## src/pin_dir_pkg.sv

```systemverilog
// Functional notes
// - Port B clock pin as GPIO: direction bit one drives output, zero input.
// - Port B clock direction is bit 4 of serial register, resets zero.
// - Bit 3 sets port A slave-select GPIO direction; resets zero.
// - Bit 2 sets port A master-out GPIO direction; read/write, resets zero.
// - Bit 1 sets port A master-in GPIO direction; read/write, resets zero.
// - Bit 0 sets port A clock GPIO direction; read/write, resets zero.
// - Pin not selected as GPIO ignores its direction bit entirely.
// - UART direction register at 0x0088; bits 31:16 read-only zero.
// - UART bit 15 sets UART C receive pin GPIO direction; resets zero.
// - UART bit 14 sets UART C clear-to-send GPIO direction; resets zero.
package pin_dir_pkg;

  // ****************************************
  // Register map
  // ****************************************
  localparam logic [31:0] SPI_DIR_OFFSET = 32'h0000_0084;
  localparam logic [31:0] UART_DIR_OFFSET = 32'h0000_0088;
  localparam logic [31:0] SPI_DIR_RESET = 32'h0000_0000;
  localparam logic [31:0] UART_DIR_RESET = 32'h0000_0000;
  localparam logic [31:0] SPI_DIR_WMASK = 32'h0000_001f;
  localparam logic [31:0] UART_DIR_WMASK = 32'h0000_c000;

  // ****************************************
  // Field positions
  // ****************************************
  localparam int PORT_A_CLK_BIT = 0;
  localparam int PORT_A_MISO_BIT = 1;
  localparam int PORT_A_MOSI_BIT = 2;
  localparam int PORT_A_SS_BIT = 3;
  localparam int PORT_B_CLK_BIT = 4;
  localparam int UART_C_CTS_BIT = 14;
  localparam int UART_C_RXD_BIT = 15;

  // ****************************************
  // Bus responses
  // ****************************************
  localparam logic [1:0] RESP_OKAY = 2'h0;
  localparam logic [1:0] RESP_SLVERR = 2'h2;

  typedef struct packed {
    logic aw_full;
    logic [31:0] aw_addr;
    logic w_full;
    logic [31:0] w_data;
    logic [3:0] w_strb;
    logic awready;
    logic wready;
    logic bvalid;
    logic [1:0] bresp;
    logic arready;
    logic rvalid;
    logic [31:0] rdata;
    logic [1:0] rresp;
    logic [31:0] spi_dir;
    logic [31:0] uart_dir;
    logic [6:0] drive_n;
  } state_s;

endpackage

```

## src/pin_dir_ctrl.sv

```systemverilog
// The AXI4-Lite interface to the registers is this design's own decision.
`timescale 1ns/1ps
module pin_dir_ctrl
  import pin_dir_pkg::*;
(
  input wire logic aclk,
  input wire logic aresetn,
  input wire logic [31:0] s_axi_awaddr,
  input wire logic [2:0] s_axi_awprot,
  input wire logic s_axi_awvalid,
  output logic s_axi_awready,
  input wire logic [31:0] s_axi_wdata,
  input wire logic [3:0] s_axi_wstrb,
  input wire logic s_axi_wvalid,
  output logic s_axi_wready,
  output logic [1:0] s_axi_bresp,
  output logic s_axi_bvalid,
  input wire logic s_axi_bready,
  input wire logic [31:0] s_axi_araddr,
  input wire logic [2:0] s_axi_arprot,
  input wire logic s_axi_arvalid,
  output logic s_axi_arready,
  output logic [31:0] s_axi_rdata,
  output logic [1:0] s_axi_rresp,
  output logic s_axi_rvalid,
  input wire logic s_axi_rready,
  input wire logic port_a_serial_clock_pin_gpio_sel,
  input wire logic port_a_master_in_pin_gpio_sel,
  input wire logic port_a_master_out_pin_gpio_sel,
  input wire logic port_a_slave_select_pin_gpio_sel,
  input wire logic port_b_serial_clock_pin_gpio_sel,
  input wire logic uart_c_clear_to_send_pin_gpio_sel,
  input wire logic uart_c_receive_pin_gpio_sel,
  output logic port_a_serial_clock_pin_oe_n,
  output logic port_a_master_in_pin_oe_n,
  output logic port_a_master_out_pin_oe_n,
  output logic port_a_slave_select_pin_oe_n,
  output logic port_b_serial_clock_pin_oe_n,
  output logic uart_c_clear_to_send_pin_oe_n,
  output logic uart_c_receive_pin_oe_n
);

  // ****************************************
  // Helpers
  // ****************************************
  function automatic logic is_spi(input logic [31:0] addr);
    is_spi = (addr[31:2] == SPI_DIR_OFFSET[31:2]);
  endfunction

  function automatic logic is_uart(input logic [31:0] addr);
    is_uart = (addr[31:2] == UART_DIR_OFFSET[31:2]);
  endfunction

  function automatic logic [31:0] merge(input logic [31:0] old,
                                        input logic [31:0] data,
                                        input logic [3:0] strb,
                                        input logic [31:0] wmask);
    logic [31:0] m;
    m = {{8{strb[3]}}, {8{strb[2]}}, {8{strb[1]}}, {8{strb[0]}}} & wmask;
    merge = (old & ~m) | (data & m);
  endfunction

  // Driver enable, active low
  function automatic logic drive_off(input logic sel, input logic dir);
    drive_off = ~(sel & dir);
  endfunction

  state_s s_reg;
  state_s s_next;
  logic [6:0] sel;

  assign sel = {uart_c_receive_pin_gpio_sel,
                uart_c_clear_to_send_pin_gpio_sel,
                port_b_serial_clock_pin_gpio_sel,
                port_a_slave_select_pin_gpio_sel,
                port_a_master_out_pin_gpio_sel,
                port_a_master_in_pin_gpio_sel,
                port_a_serial_clock_pin_gpio_sel};

  // ****************************************
  // Next state
  // ****************************************
  always_comb begin
    s_next = s_reg;
    // Write address and data, either order
    if (s_axi_awvalid && s_reg.awready) begin
      s_next.aw_full = 1'b1;
      s_next.aw_addr = s_axi_awaddr;
    end
    if (s_axi_wvalid && s_reg.wready) begin
      s_next.w_full = 1'b1;
      s_next.w_data = s_axi_wdata;
      s_next.w_strb = s_axi_wstrb;
    end
    if (s_reg.bvalid && s_axi_bready) begin
      s_next.bvalid = 1'b0;
    end
    if (s_reg.aw_full && s_reg.w_full && !s_reg.bvalid) begin
      s_next.aw_full = 1'b0;
      s_next.w_full = 1'b0;
      s_next.bvalid = 1'b1;
      s_next.bresp = RESP_OKAY;
      if (is_spi(s_reg.aw_addr)) begin
        s_next.spi_dir = merge(s_reg.spi_dir, s_reg.w_data, s_reg.w_strb,
                               SPI_DIR_WMASK);
      end else if (is_uart(s_reg.aw_addr)) begin
        s_next.uart_dir = merge(s_reg.uart_dir, s_reg.w_data, s_reg.w_strb,
                                UART_DIR_WMASK);
      end else begin
        s_next.bresp = RESP_SLVERR;
      end
    end
    s_next.awready = !s_next.aw_full && !s_next.bvalid;
    s_next.wready = !s_next.w_full && !s_next.bvalid;

    // Read channel
    if (s_reg.rvalid && s_axi_rready) begin
      s_next.rvalid = 1'b0;
    end
    if (s_axi_arvalid && s_reg.arready) begin
      s_next.rvalid = 1'b1;
      if (is_spi(s_axi_araddr)) begin
        s_next.rdata = s_reg.spi_dir & SPI_DIR_WMASK;
        s_next.rresp = RESP_OKAY;
      end else if (is_uart(s_axi_araddr)) begin
        s_next.rdata = s_reg.uart_dir & UART_DIR_WMASK;
        s_next.rresp = RESP_OKAY;
      end else begin
        s_next.rdata = '0;
        s_next.rresp = RESP_SLVERR;
      end
    end
    s_next.arready = !s_next.rvalid;

    // Pad drivers: off unless pin selected as GPIO and set as output
    s_next.drive_n[0] = drive_off(sel[0],
                                  s_next.spi_dir[PORT_A_CLK_BIT]);
    s_next.drive_n[1] = drive_off(sel[1],
                                  s_next.spi_dir[PORT_A_MISO_BIT]);
    s_next.drive_n[2] = drive_off(sel[2],
                                  s_next.spi_dir[PORT_A_MOSI_BIT]);
    s_next.drive_n[3] = drive_off(sel[3],
                                  s_next.spi_dir[PORT_A_SS_BIT]);
    s_next.drive_n[4] = drive_off(sel[4],
                                  s_next.spi_dir[PORT_B_CLK_BIT]);
    s_next.drive_n[5] = drive_off(sel[5],
                                  s_next.uart_dir[UART_C_CTS_BIT]);
    s_next.drive_n[6] = drive_off(sel[6],
                                  s_next.uart_dir[UART_C_RXD_BIT]);
  end

  // ****************************************
  // State register
  // ****************************************
  always_ff @(posedge aclk) begin
    if (!aresetn) begin
      s_reg.aw_full <= 1'b0;
      s_reg.aw_addr <= '0;
      s_reg.w_full <= 1'b0;
      s_reg.w_data <= '0;
      s_reg.w_strb <= '0;
      s_reg.awready <= 1'b0;
      s_reg.wready <= 1'b0;
      s_reg.bvalid <= 1'b0;
      s_reg.bresp <= RESP_OKAY;
      s_reg.arready <= 1'b0;
      s_reg.rvalid <= 1'b0;
      s_reg.rdata <= '0;
      s_reg.rresp <= RESP_OKAY;
      s_reg.spi_dir <= SPI_DIR_RESET;
      s_reg.uart_dir <= UART_DIR_RESET;
      s_reg.drive_n <= '1;
    end else begin
      s_reg <= s_next;
    end
  end

  // ****************************************
  // Outputs
  // ****************************************
  assign s_axi_awready = s_reg.awready;
  assign s_axi_wready = s_reg.wready;
  assign s_axi_bvalid = s_reg.bvalid;
  assign s_axi_bresp = s_reg.bresp;
  assign s_axi_arready = s_reg.arready;
  assign s_axi_rvalid = s_reg.rvalid;
  assign s_axi_rdata = s_reg.rdata;
  assign s_axi_rresp = s_reg.rresp;
  assign port_a_serial_clock_pin_oe_n = s_reg.drive_n[0];
  assign port_a_master_in_pin_oe_n = s_reg.drive_n[1];
  assign port_a_master_out_pin_oe_n = s_reg.drive_n[2];
  assign port_a_slave_select_pin_oe_n = s_reg.drive_n[3];
  assign port_b_serial_clock_pin_oe_n = s_reg.drive_n[4];
  assign uart_c_clear_to_send_pin_oe_n = s_reg.drive_n[5];
  assign uart_c_receive_pin_oe_n = s_reg.drive_n[6];

endmodule

```

## config.mk

```make
export PLATFORM = sky130hd
export DESIGN_NAME = pin_dir_ctrl
export DESIGN_NICKNAME = d
export VERILOG_FILES = /design/src/pin_dir_pkg.sv /design/src/pin_dir_ctrl.sv
export SDC_FILE = /design/constraint.sdc
export NUM_CORES = 1
export LEC_CHECK = 0
export BUFFER_PORTS_ARGS = -buffer_cell sky130_fd_sc_hd__buf_2
export CAP_MARGIN = 20
export CORE_MARGIN = 10
export CORE_UTILIZATION = 35
export DETAILED_ROUTE_END_ITERATION = 8
export GPL_TIMING_DRIVEN = 1
export MAX_ROUTING_LAYER = met4
export PLACE_DENSITY_LB_ADDON = 0.3
export RECOVER_POWER = 100
export SLEW_MARGIN = 0
export SYNTH_ARGS = -nofsm -noshare
export SYNTH_HDL_FRONTEND = slang
export SYNTH_SLANG_ARGS = --single-unit
```

## constraint.sdc

```tcl
create_clock -name aclk -period 3 [get_ports aclk]
set_input_delay 0.3 -clock aclk [delete_from_list [all_inputs] [get_ports aclk]]
set_output_delay 0.3 -clock aclk [all_outputs]
set_load 0.05 [all_outputs]
```

==> Yosys cells after proc, flatten, opt, wreduce, memory -nomap -nowiden <==
Cells that the tools add are included.
{ "classes": {"n_eq_ne": 4, "mux": 16, "bitwise_logic": 23, "reduce_logical": 16} }
{ "ops": {"columns": ["cell", "n"], "rows": [
  ["30-bit by 6-bit equality test with 1-bit output, second input constant", 4],
  ["37-bit 2-to-1 mux", 2],
  ["32-bit AND", 2],
  ["32-bit 2-to-1 mux", 2],
  ["32-bit OR", 2],
  ["18-bit 2-to-1 mux", 2],
  ["35-bit 2-to-1 mux", 1],
  ["33-bit 2-to-1 mux", 1],
  ["32-bit by 16-bit AND with 32-bit output", 1],
  ["32-bit by 5-bit AND with 32-bit output", 1],
  ["16-bit NOT with 32-bit output", 1],
  ["5-bit NOT with 32-bit output", 1],
  ["1-bit logical AND", 9],
  ["1-bit NOT", 8],
  ["1-bit AND", 7],
  ["1-bit zero test", 5],
  ["5-bit 2-to-1 mux", 1],
  ["1-bit 2-to-1 mux", 4],
  ["2-bit 2-to-1 mux", 2],
  ["3-bit 2-to-1 mux", 1],
  ["3-bit AND reduction", 1],
  ["2-bit AND reduction", 1]
]} }
{ "word_totals": {"reg_bits": 182, "input_bits": 120, "output_inout_bits": 48, "word_cells": 77} }

==> Logic depth before layout (Yosys ltp) <==
Gate-level depths: netlist of run 1.
{ "logic_depth": {"ltp_word": 8, "ltp_mapped": 5, "depth_no_buf": 4} }

==> Worst setup path before layout of run 1 <==
No wires, ideal clock.
{ "synth_path": {"kind": "reg-to-reg", "start": "reg s_reg (netlist bit s_axi_bvalid)", "end": "reg s_reg (netlist bit port_a_master_in_pin_oe_n)", "setup_ns": 0.126, "t_arrival_ns": 1.399, "required_ns": 2.874, "path_slack_ns": 1.475, "path_stages_with_launch": 6, "path_buffers": 1, "synth_period_minus_slack_ns": 1.525, "path_cell_list": "dfxtp_1 -> and3b_1 -> and4_1 -> buf_4 -> a31oi_1 -> o21ai_0"} }
{ "synth_between": {"elab_chain_len": 5} }
{ "synth_rtl": {"columns": ["element", "line", "source"], "rows": [
  ["start: declaration", "pin_dir_ctrl.sv:68", "state_s s_reg;"],
  ["start signal: assignment", "pin_dir_ctrl.sv:174", "s_reg <= s_next;"],
  ["1-bit zero test", "pin_dir_ctrl.sv:98", "if (s_reg.aw_full && s_reg.w_full && !s_reg.bvalid) begin"],
  ["1-bit logical AND", "pin_dir_ctrl.sv:98", null],
  ["37-bit 2-to-1 mux", "pin_dir_ctrl.sv:98", null],
  ["1-bit AND", "pin_dir_ctrl.sv:65", "drive_off = ~(sel & dir);"],
  ["1-bit NOT", "pin_dir_ctrl.sv:65", null]
]} }
Every way passes these cells.
A chain may end at the register's enable or synchronous reset.

==> Final worst setup path of run 1 <==
{ "layout_path": {"start": "reg s_reg[168] in the netlist's numbering", "end": "reg s_reg (netlist bit port_a_serial_clock_pin_oe_n)"} }
{ "layout_between": {"elab_chain_len": 5} }
{ "layout_rtl": {"columns": ["element", "line", "source"], "rows": [
  ["30-bit by 6-bit equality test with 1-bit output", "pin_dir_ctrl.sv:47", "is_spi = (addr[31:2] == SPI_DIR_OFFSET[31:2]);"],
  ["5-bit 2-to-1 mux", "pin_dir_ctrl.sv:103", "if (is_spi(s_reg.aw_addr)) begin"],
  ["37-bit 2-to-1 mux", "pin_dir_ctrl.sv:98", null],
  ["1-bit AND", "pin_dir_ctrl.sv:65", null],
  ["1-bit NOT", "pin_dir_ctrl.sv:65", null]
]} }
Every way passes these cells.

==> flow_metrics.tcl, run 1 <==
set metrics [dict create \
    synth_most_common_cell "nand2_1" \
    final.setup.worst_slack_ps 1088 \
    postRouteWirelength_um 7837 \
    synth_cells 364 \
    synth-async-reset-ratio_pct 0 \
    cts.sinks 69 \
    dr.pass1.iters 4 \
    die_h_um 113.7 \
    power_density_nw_per_um2 551.8 \
    ir_drop_v 0.0002886 \
    tritoncts "built" \
    dieArea_um2 12920 \
    critical_path_class "reg -> reg" \
    die_x_um 113.7 \
    post_drt_wl_per_cell_um 13.87 \
    yosysUniqueCellTypes 33 \
    clkPwrFrac_pct 37.3 \
    largest_reg_flops 48 \
    root_buffer "clkbuf_8" \
    antenna_found_initial 0 \
    syn-cell-area_um2 3070 \
    synth-seq-cells 69 \
    syn_to_final_growth_pct 18.22 \
    ant_nets 0 \
    path_clk_slew_ps 70 \
    switching_share_pct 28.09 \
    rsz0062_at_grt "false" \
    setup_violations 0 \
    hold_class "in -> reg" \
    slew_headroom_pct 16.53 \
    power_frac_comb_pct 14.2 \
    worstPathArrival_ps 2120 \
    cts_buffers 9 \
    cts_setup_buffers 0 \
    ios 168 \
    whs_ps 137.1 \
    place_congestion 0.7092 \
    worst_slew_pin_slew_ps 1252 \
    synthFlopType "dfxtp_1" \
    min_period_over_period_pct 63.72 \
    min_period_ps 1912 \
    seq_power_share_pct 48.5 \
    max_cap_viol_count 0 \
    critPathCaptureType "register" \
    clock_latency_ps 340 \
    grt_usage_pct 12.43 \
    required_ps 3210 \
    start_util_pct 35.55 \
    num_rows 34 \
    grt_pass1_wl_um 12840 \
    num_vias 2596 \
    hold_viol 0 \
    vias_per_cell 4.595 \
    dpl.hpwl_um 6170 \
    yosys-top-cells-count "nand2_1 (112), dfxtp_1 (69), a21boi_0 (41)" \
    status "finished, final reports clean" \
    fmax_ghz 0.5231 \
    cts.repair.resized 0 \
    cts_buffer_depth 2 \
    ys_warn_count 0 \
    ys_seq_area_share_pct 44.99 \
    drtIter0Drc 104 \
    drc 0 \
    postSynthAreaPerCell_um2 8.435 \
    final_nets 572 \
    crit_fanout 7 \
    place_ws_ps 1260 \
    stdcell_area_um2 3630 \
    fin_util_pct 42.03 \
    intPower_mw 1.440 \
    yosys-top-cells-area "dfxtp_1 (45%), nand2_1 (14%), a21boi_0 (10%)" \
    setup_tns_ps 0 \
    p_leak_nw 1.444 \
    diodes 0 \
    drive_gt1_share_pct 23.85 \
    placed_area_um2 3486 \
    place.port_buffers 103 \
    grt_max_degree 49 \
    htree_num_levels 3 \
    grt_pass1_vias 2698 \
    startpoint_type "register" \
    synth_edf_count 0 \
    final_max_slew_viol_count 0 \
    fin_worst_skew_ps 8.347 \
    cts.hold.buffers_added 0 \
    core_um2 8636 \
    synth_largest_area_cell "dfxtp_1" \
    p_sw_mw 0.5626 \
    yosys.area.top_type_share_pct 44.99 \
    gr-total-overflow 0 \
]
-- metrics by stage --
stage                     power [mW]  instances
after global placement         1.280        549
after CTS                      2.034        565
after floorplan                1.226        390
final                          2.003        565
after detailed placement       1.286        549
after global routing           2.107        565
-- critical path, stage by stage, from the launching register on --
cell and delay (ps):
dfxtp_1 310, nor4_1 460, nand4_1 380, nor4_1 480, o21ai_0 150
-- placed cells by master, fill, tap and decap left out --
cell type   count
nand3b_1        2
nor3_1          3
a31oi_1         8
and2_0          1
buf_4           1
or2_1           7
and3_1          1
inv_1           2
nand4_1         2
a21boi_0       41
nor4b_1         1
o31a_2          1
nand3_1         2
clkbuf_1       24
clkinv_2        2
clkbuf_8       10
nand2b_1        2
nor4b_2         1
nand4_2         1
nor4_2          8
and3b_1         1
o21ai_0         9
and2_1          3
clkinvlp_4      1
o41ai_1         2
or2_0           2
dfxtp_1        69
buf_2          82
conb_1         27
or2_2           1
xor2_1          1
nor2_1          6
nor4_1         11
and4_1          2
a21oi_1         6
nand2_1       112
xnor2_1         1
bufinv_16       1
-- power groups by stage --
stage,combinational (mW),sequential (mW),clock [mW]
final,0.284,0.972,0.747
after global routing,0.313,0.976,0.817
after CTS,0.293,0.972,0.769
after detailed placement,0.293,0.993,0
after global placement,0.289,0.991,0
after floorplan,0.221,1.00,0
-- layout make-up --
type,count,area (um^2)
fillers,949,5006
multi-input cells,265,1413
flip-flops and latches,69,1381
repair buffers,105,500.5
clock buffers,12,145.1
well taps,108,135.1
clock inverters,4,47.55
inverters,2,7.507
-- layer usage --
| layer | GRT usage, % | routed length [um] |
|---|---|---|
| met5 | - | 0 |
| met4 | 4.315 | 64 |
| met3 | 5.564 | 739 |
| met2 | 20.39 | 3685 |
| met1 | 12.99 | 3348 |
-- final timing paths --
check	from	to	slack (ps)	depth (start not counted)
setup reg to reg	s_reg[168]	port_a_serial_clock_pin_oe_n	1090	4
setup / recovery	s_reg[168]	port_a_serial_clock_pin_oe_n	1090	4
hold / removal	port_b_serial_clock_pin_gpio_sel	port_b_serial_clock_pin_oe_n	140	2
hold reg to reg	s_reg[39]	s_axi_rdata[0]	460	2
-- logic make-up after synthesis --
kind of cell              synth area share [%]
AOI/OAI and AO/OA                        15.00
xor gates and xnor gates                0.5706
buffers and inverters                    11.57
DFF                                      44.99
other                                   0.1221
and+or+nand+nor                          27.75
Note: power is estimated with default switching activity, not from simulation.
==> run 2, diff against run 1 <==
Clock period 3 ns to 1.75 ns, I/O delays scaled along.
==> flow_metrics.tcl, run 2 (synthesis gave the netlist of run 1 again) <==
set metrics [dict create \
    status "finished, final reports clean" \
    startpoint_type "register" \
    root_buffer "clkbuf_8" \
    max_cap_viol_count 0 \
    tritoncts "built" \
    grt_pass1_wl_um 12300 \
    grt_max_degree 33 \
    min_period_ps 1629 \
    ant_nets 0 \
    drtIter0Drc 72 \
    largest_reg_flops 48 \
    fill_cells 916 \
    drc 0 \
    final_cell_mix "nand2_1 (112), buf_2 (81), dfxtp_1 (69), a21boi_0 (41), conb_1 (27)" \
    vias_per_cell 4.553 \
    final_nets 580 \
    dieArea_um2 12920 \
    worst_slew_pin_slew_ps 1128 \
    cts_buffer_depth 2 \
    setup_tns_ps 0 \
    slew_headroom_pct 24.77 \
    cts.sinks 69 \
    grt_usage_pct 12.01 \
    hold_class "in -> reg" \
    place.port_buffers 103 \
    final_max_slew_viol_count 0 \
    fmax_ghz 0.6137 \
    ff2ff_path_depth 4 \
    die_h_um 113.7 \
    htree_num_levels 3 \
    min_period_over_period_pct 93.11 \
    slowest_delay_ps 430 \
    gr-total-overflow 0 \
    crit_chain "nor4_2 -> and4_1 -> a31oi_1 -> or2_1" \
    drive_gt1_share_pct 26.45 \
    required_ps 1980 \
    critical_path_class "reg -> reg" \
    die_x_um 113.7 \
    rrSetupSlack_ps 120 \
    hold_viol 0 \
    ir_drop_v 0.0004168 \
    antenna_found_initial 0 \
    diodes 0 \
    final_cells 573 \
    hp-start "port_a_master_out_pin_gpio_sel" \
    final_common_cell "nand2_1" \
    fin_worst_skew_ps 8.218 \
    post_drt_wl_per_cell_um 13.48 \
    num_rows 34 \
    p_leak_nw 1.537 \
    fin_util_pct 44.44 \
    num_vias 2609 \
    crit_fanout 8 \
    critPathSlowestCell "and4_1" \
    power_density_nw_per_um2 1023 \
    rsz0062_at_grt "false" \
    holdPathStages 2 \
    critPathCaptureType "register" \
    placed_area_um2 3523 \
    clock_latency_ps 340 \
    place_congestion 0.7147 \
    core_um2 8636 \
    cts_buffers 9 \
    syn_to_final_growth_pct 24.98 \
    worst_r2r_startpoint "s_reg[153]" \
    dp.cells 554 \
    whs_endpoint "port_a_master_out_pin_oe_n" \
    postRouteWirelength_um 7725 \
    dpl.hpwl_um 6136 \
    path_clk_slew_ps 80 \
    total_power_mw 3.927 \
    worstPathArrival_ps 1860 \
    dr.pass1.iters 4 \
    start_util_pct 35.55 \
    rr_endpoint "s_reg[40]" \
    stdcell_area_um2 3837 \
    grt_pass1_vias 2595 \
    ios 168 \
    setup_violations 0 \
]
-- run 2: metrics by stage --
| step | hold slack [ps] | setup WS (ps) |
|---|---|---|
| floorplan | 251.2 | 225.0 |
| global placement | 360.7 | 109.7 |
| detailed placement | 357.5 | 45.35 |
| CTS | 0.4569 | 30.60 |
| global route | 2.934 | 0.7860 |
| finish | 14.27 | 120.5 |
-- run 2: what timing repair did --
| item | in CTS | in global routing |
|---|---|---|
| setup endpoints to repair | 0 | 10 |
| buffers inserted | 0 | 2 |
| endpoints found under the hold margin | 1 | 0 |
| resized for setup | 0 | 7 |
| hold buffers | 1 | 0 |
-- run 2: cell type report --
cell class	instances	area [um^2]	area share, %
clock buffers	10	137.6	3.587
clock inverters	6	133.9	3.489
inverters	2	7.507	0.1956
multi-input cells	265	1485	38.70
flip-flops and latches	69	1381	36.00
well taps	108	135.1	3.521
repair buffers	113	556.8	14.51
-- run 2: where the power goes --
group | total, mW | switching, mW | internal, mW
clock | 1.73 | 0.598 | 1.13
combinational | 0.527 | 0.349 | 0.178
sequential | 1.67 | 0.0443 | 1.63
total | 3.93 | 0.992 | 2.94
-- run 2: per-layer routing --
| layer | track usage [%] | routed length (um) | vias to the layer above |
|---|---|---|---|
| met5 | - | 0 | - |
| met4 | 4.315 | 103 | 0 |
| met3 | 5.564 | 691 | 10 |
| met2 | 18.63 | 3643 | 83 |
| met1 | 13.28 | 3287 | 1160 |
| li1 | - | - | 1356 |
-- run 2: worst max path at each step --
stage | startpoint | depth (start not counted) | to | slack, ps
2_1_floorplan | s_axi_bvalid | 5 | port_a_master_in_pin_oe_n | 230
3_3_place_gp | s_reg[168] | 5 | uart_c_receive_pin_oe_n | 110
3_5_place_dp | s_reg[168] | 4 | port_a_serial_clock_pin_oe_n | 50
4_1_cts | s_reg[168] | 4 | port_a_serial_clock_pin_oe_n | 30
5_1_grt | s_reg[153] | 6 | uart_c_receive_pin_oe_n | 0.8
6_report | s_reg[153] | 4 | s_reg[40] | 120
-- run 2: worst max-delay path: cells and delay by family, from the launching register on --
kind / cells / cell delay, ps
compound gates: 1 / 160
flops: 1 / 320
simple gates: 3 / 1040
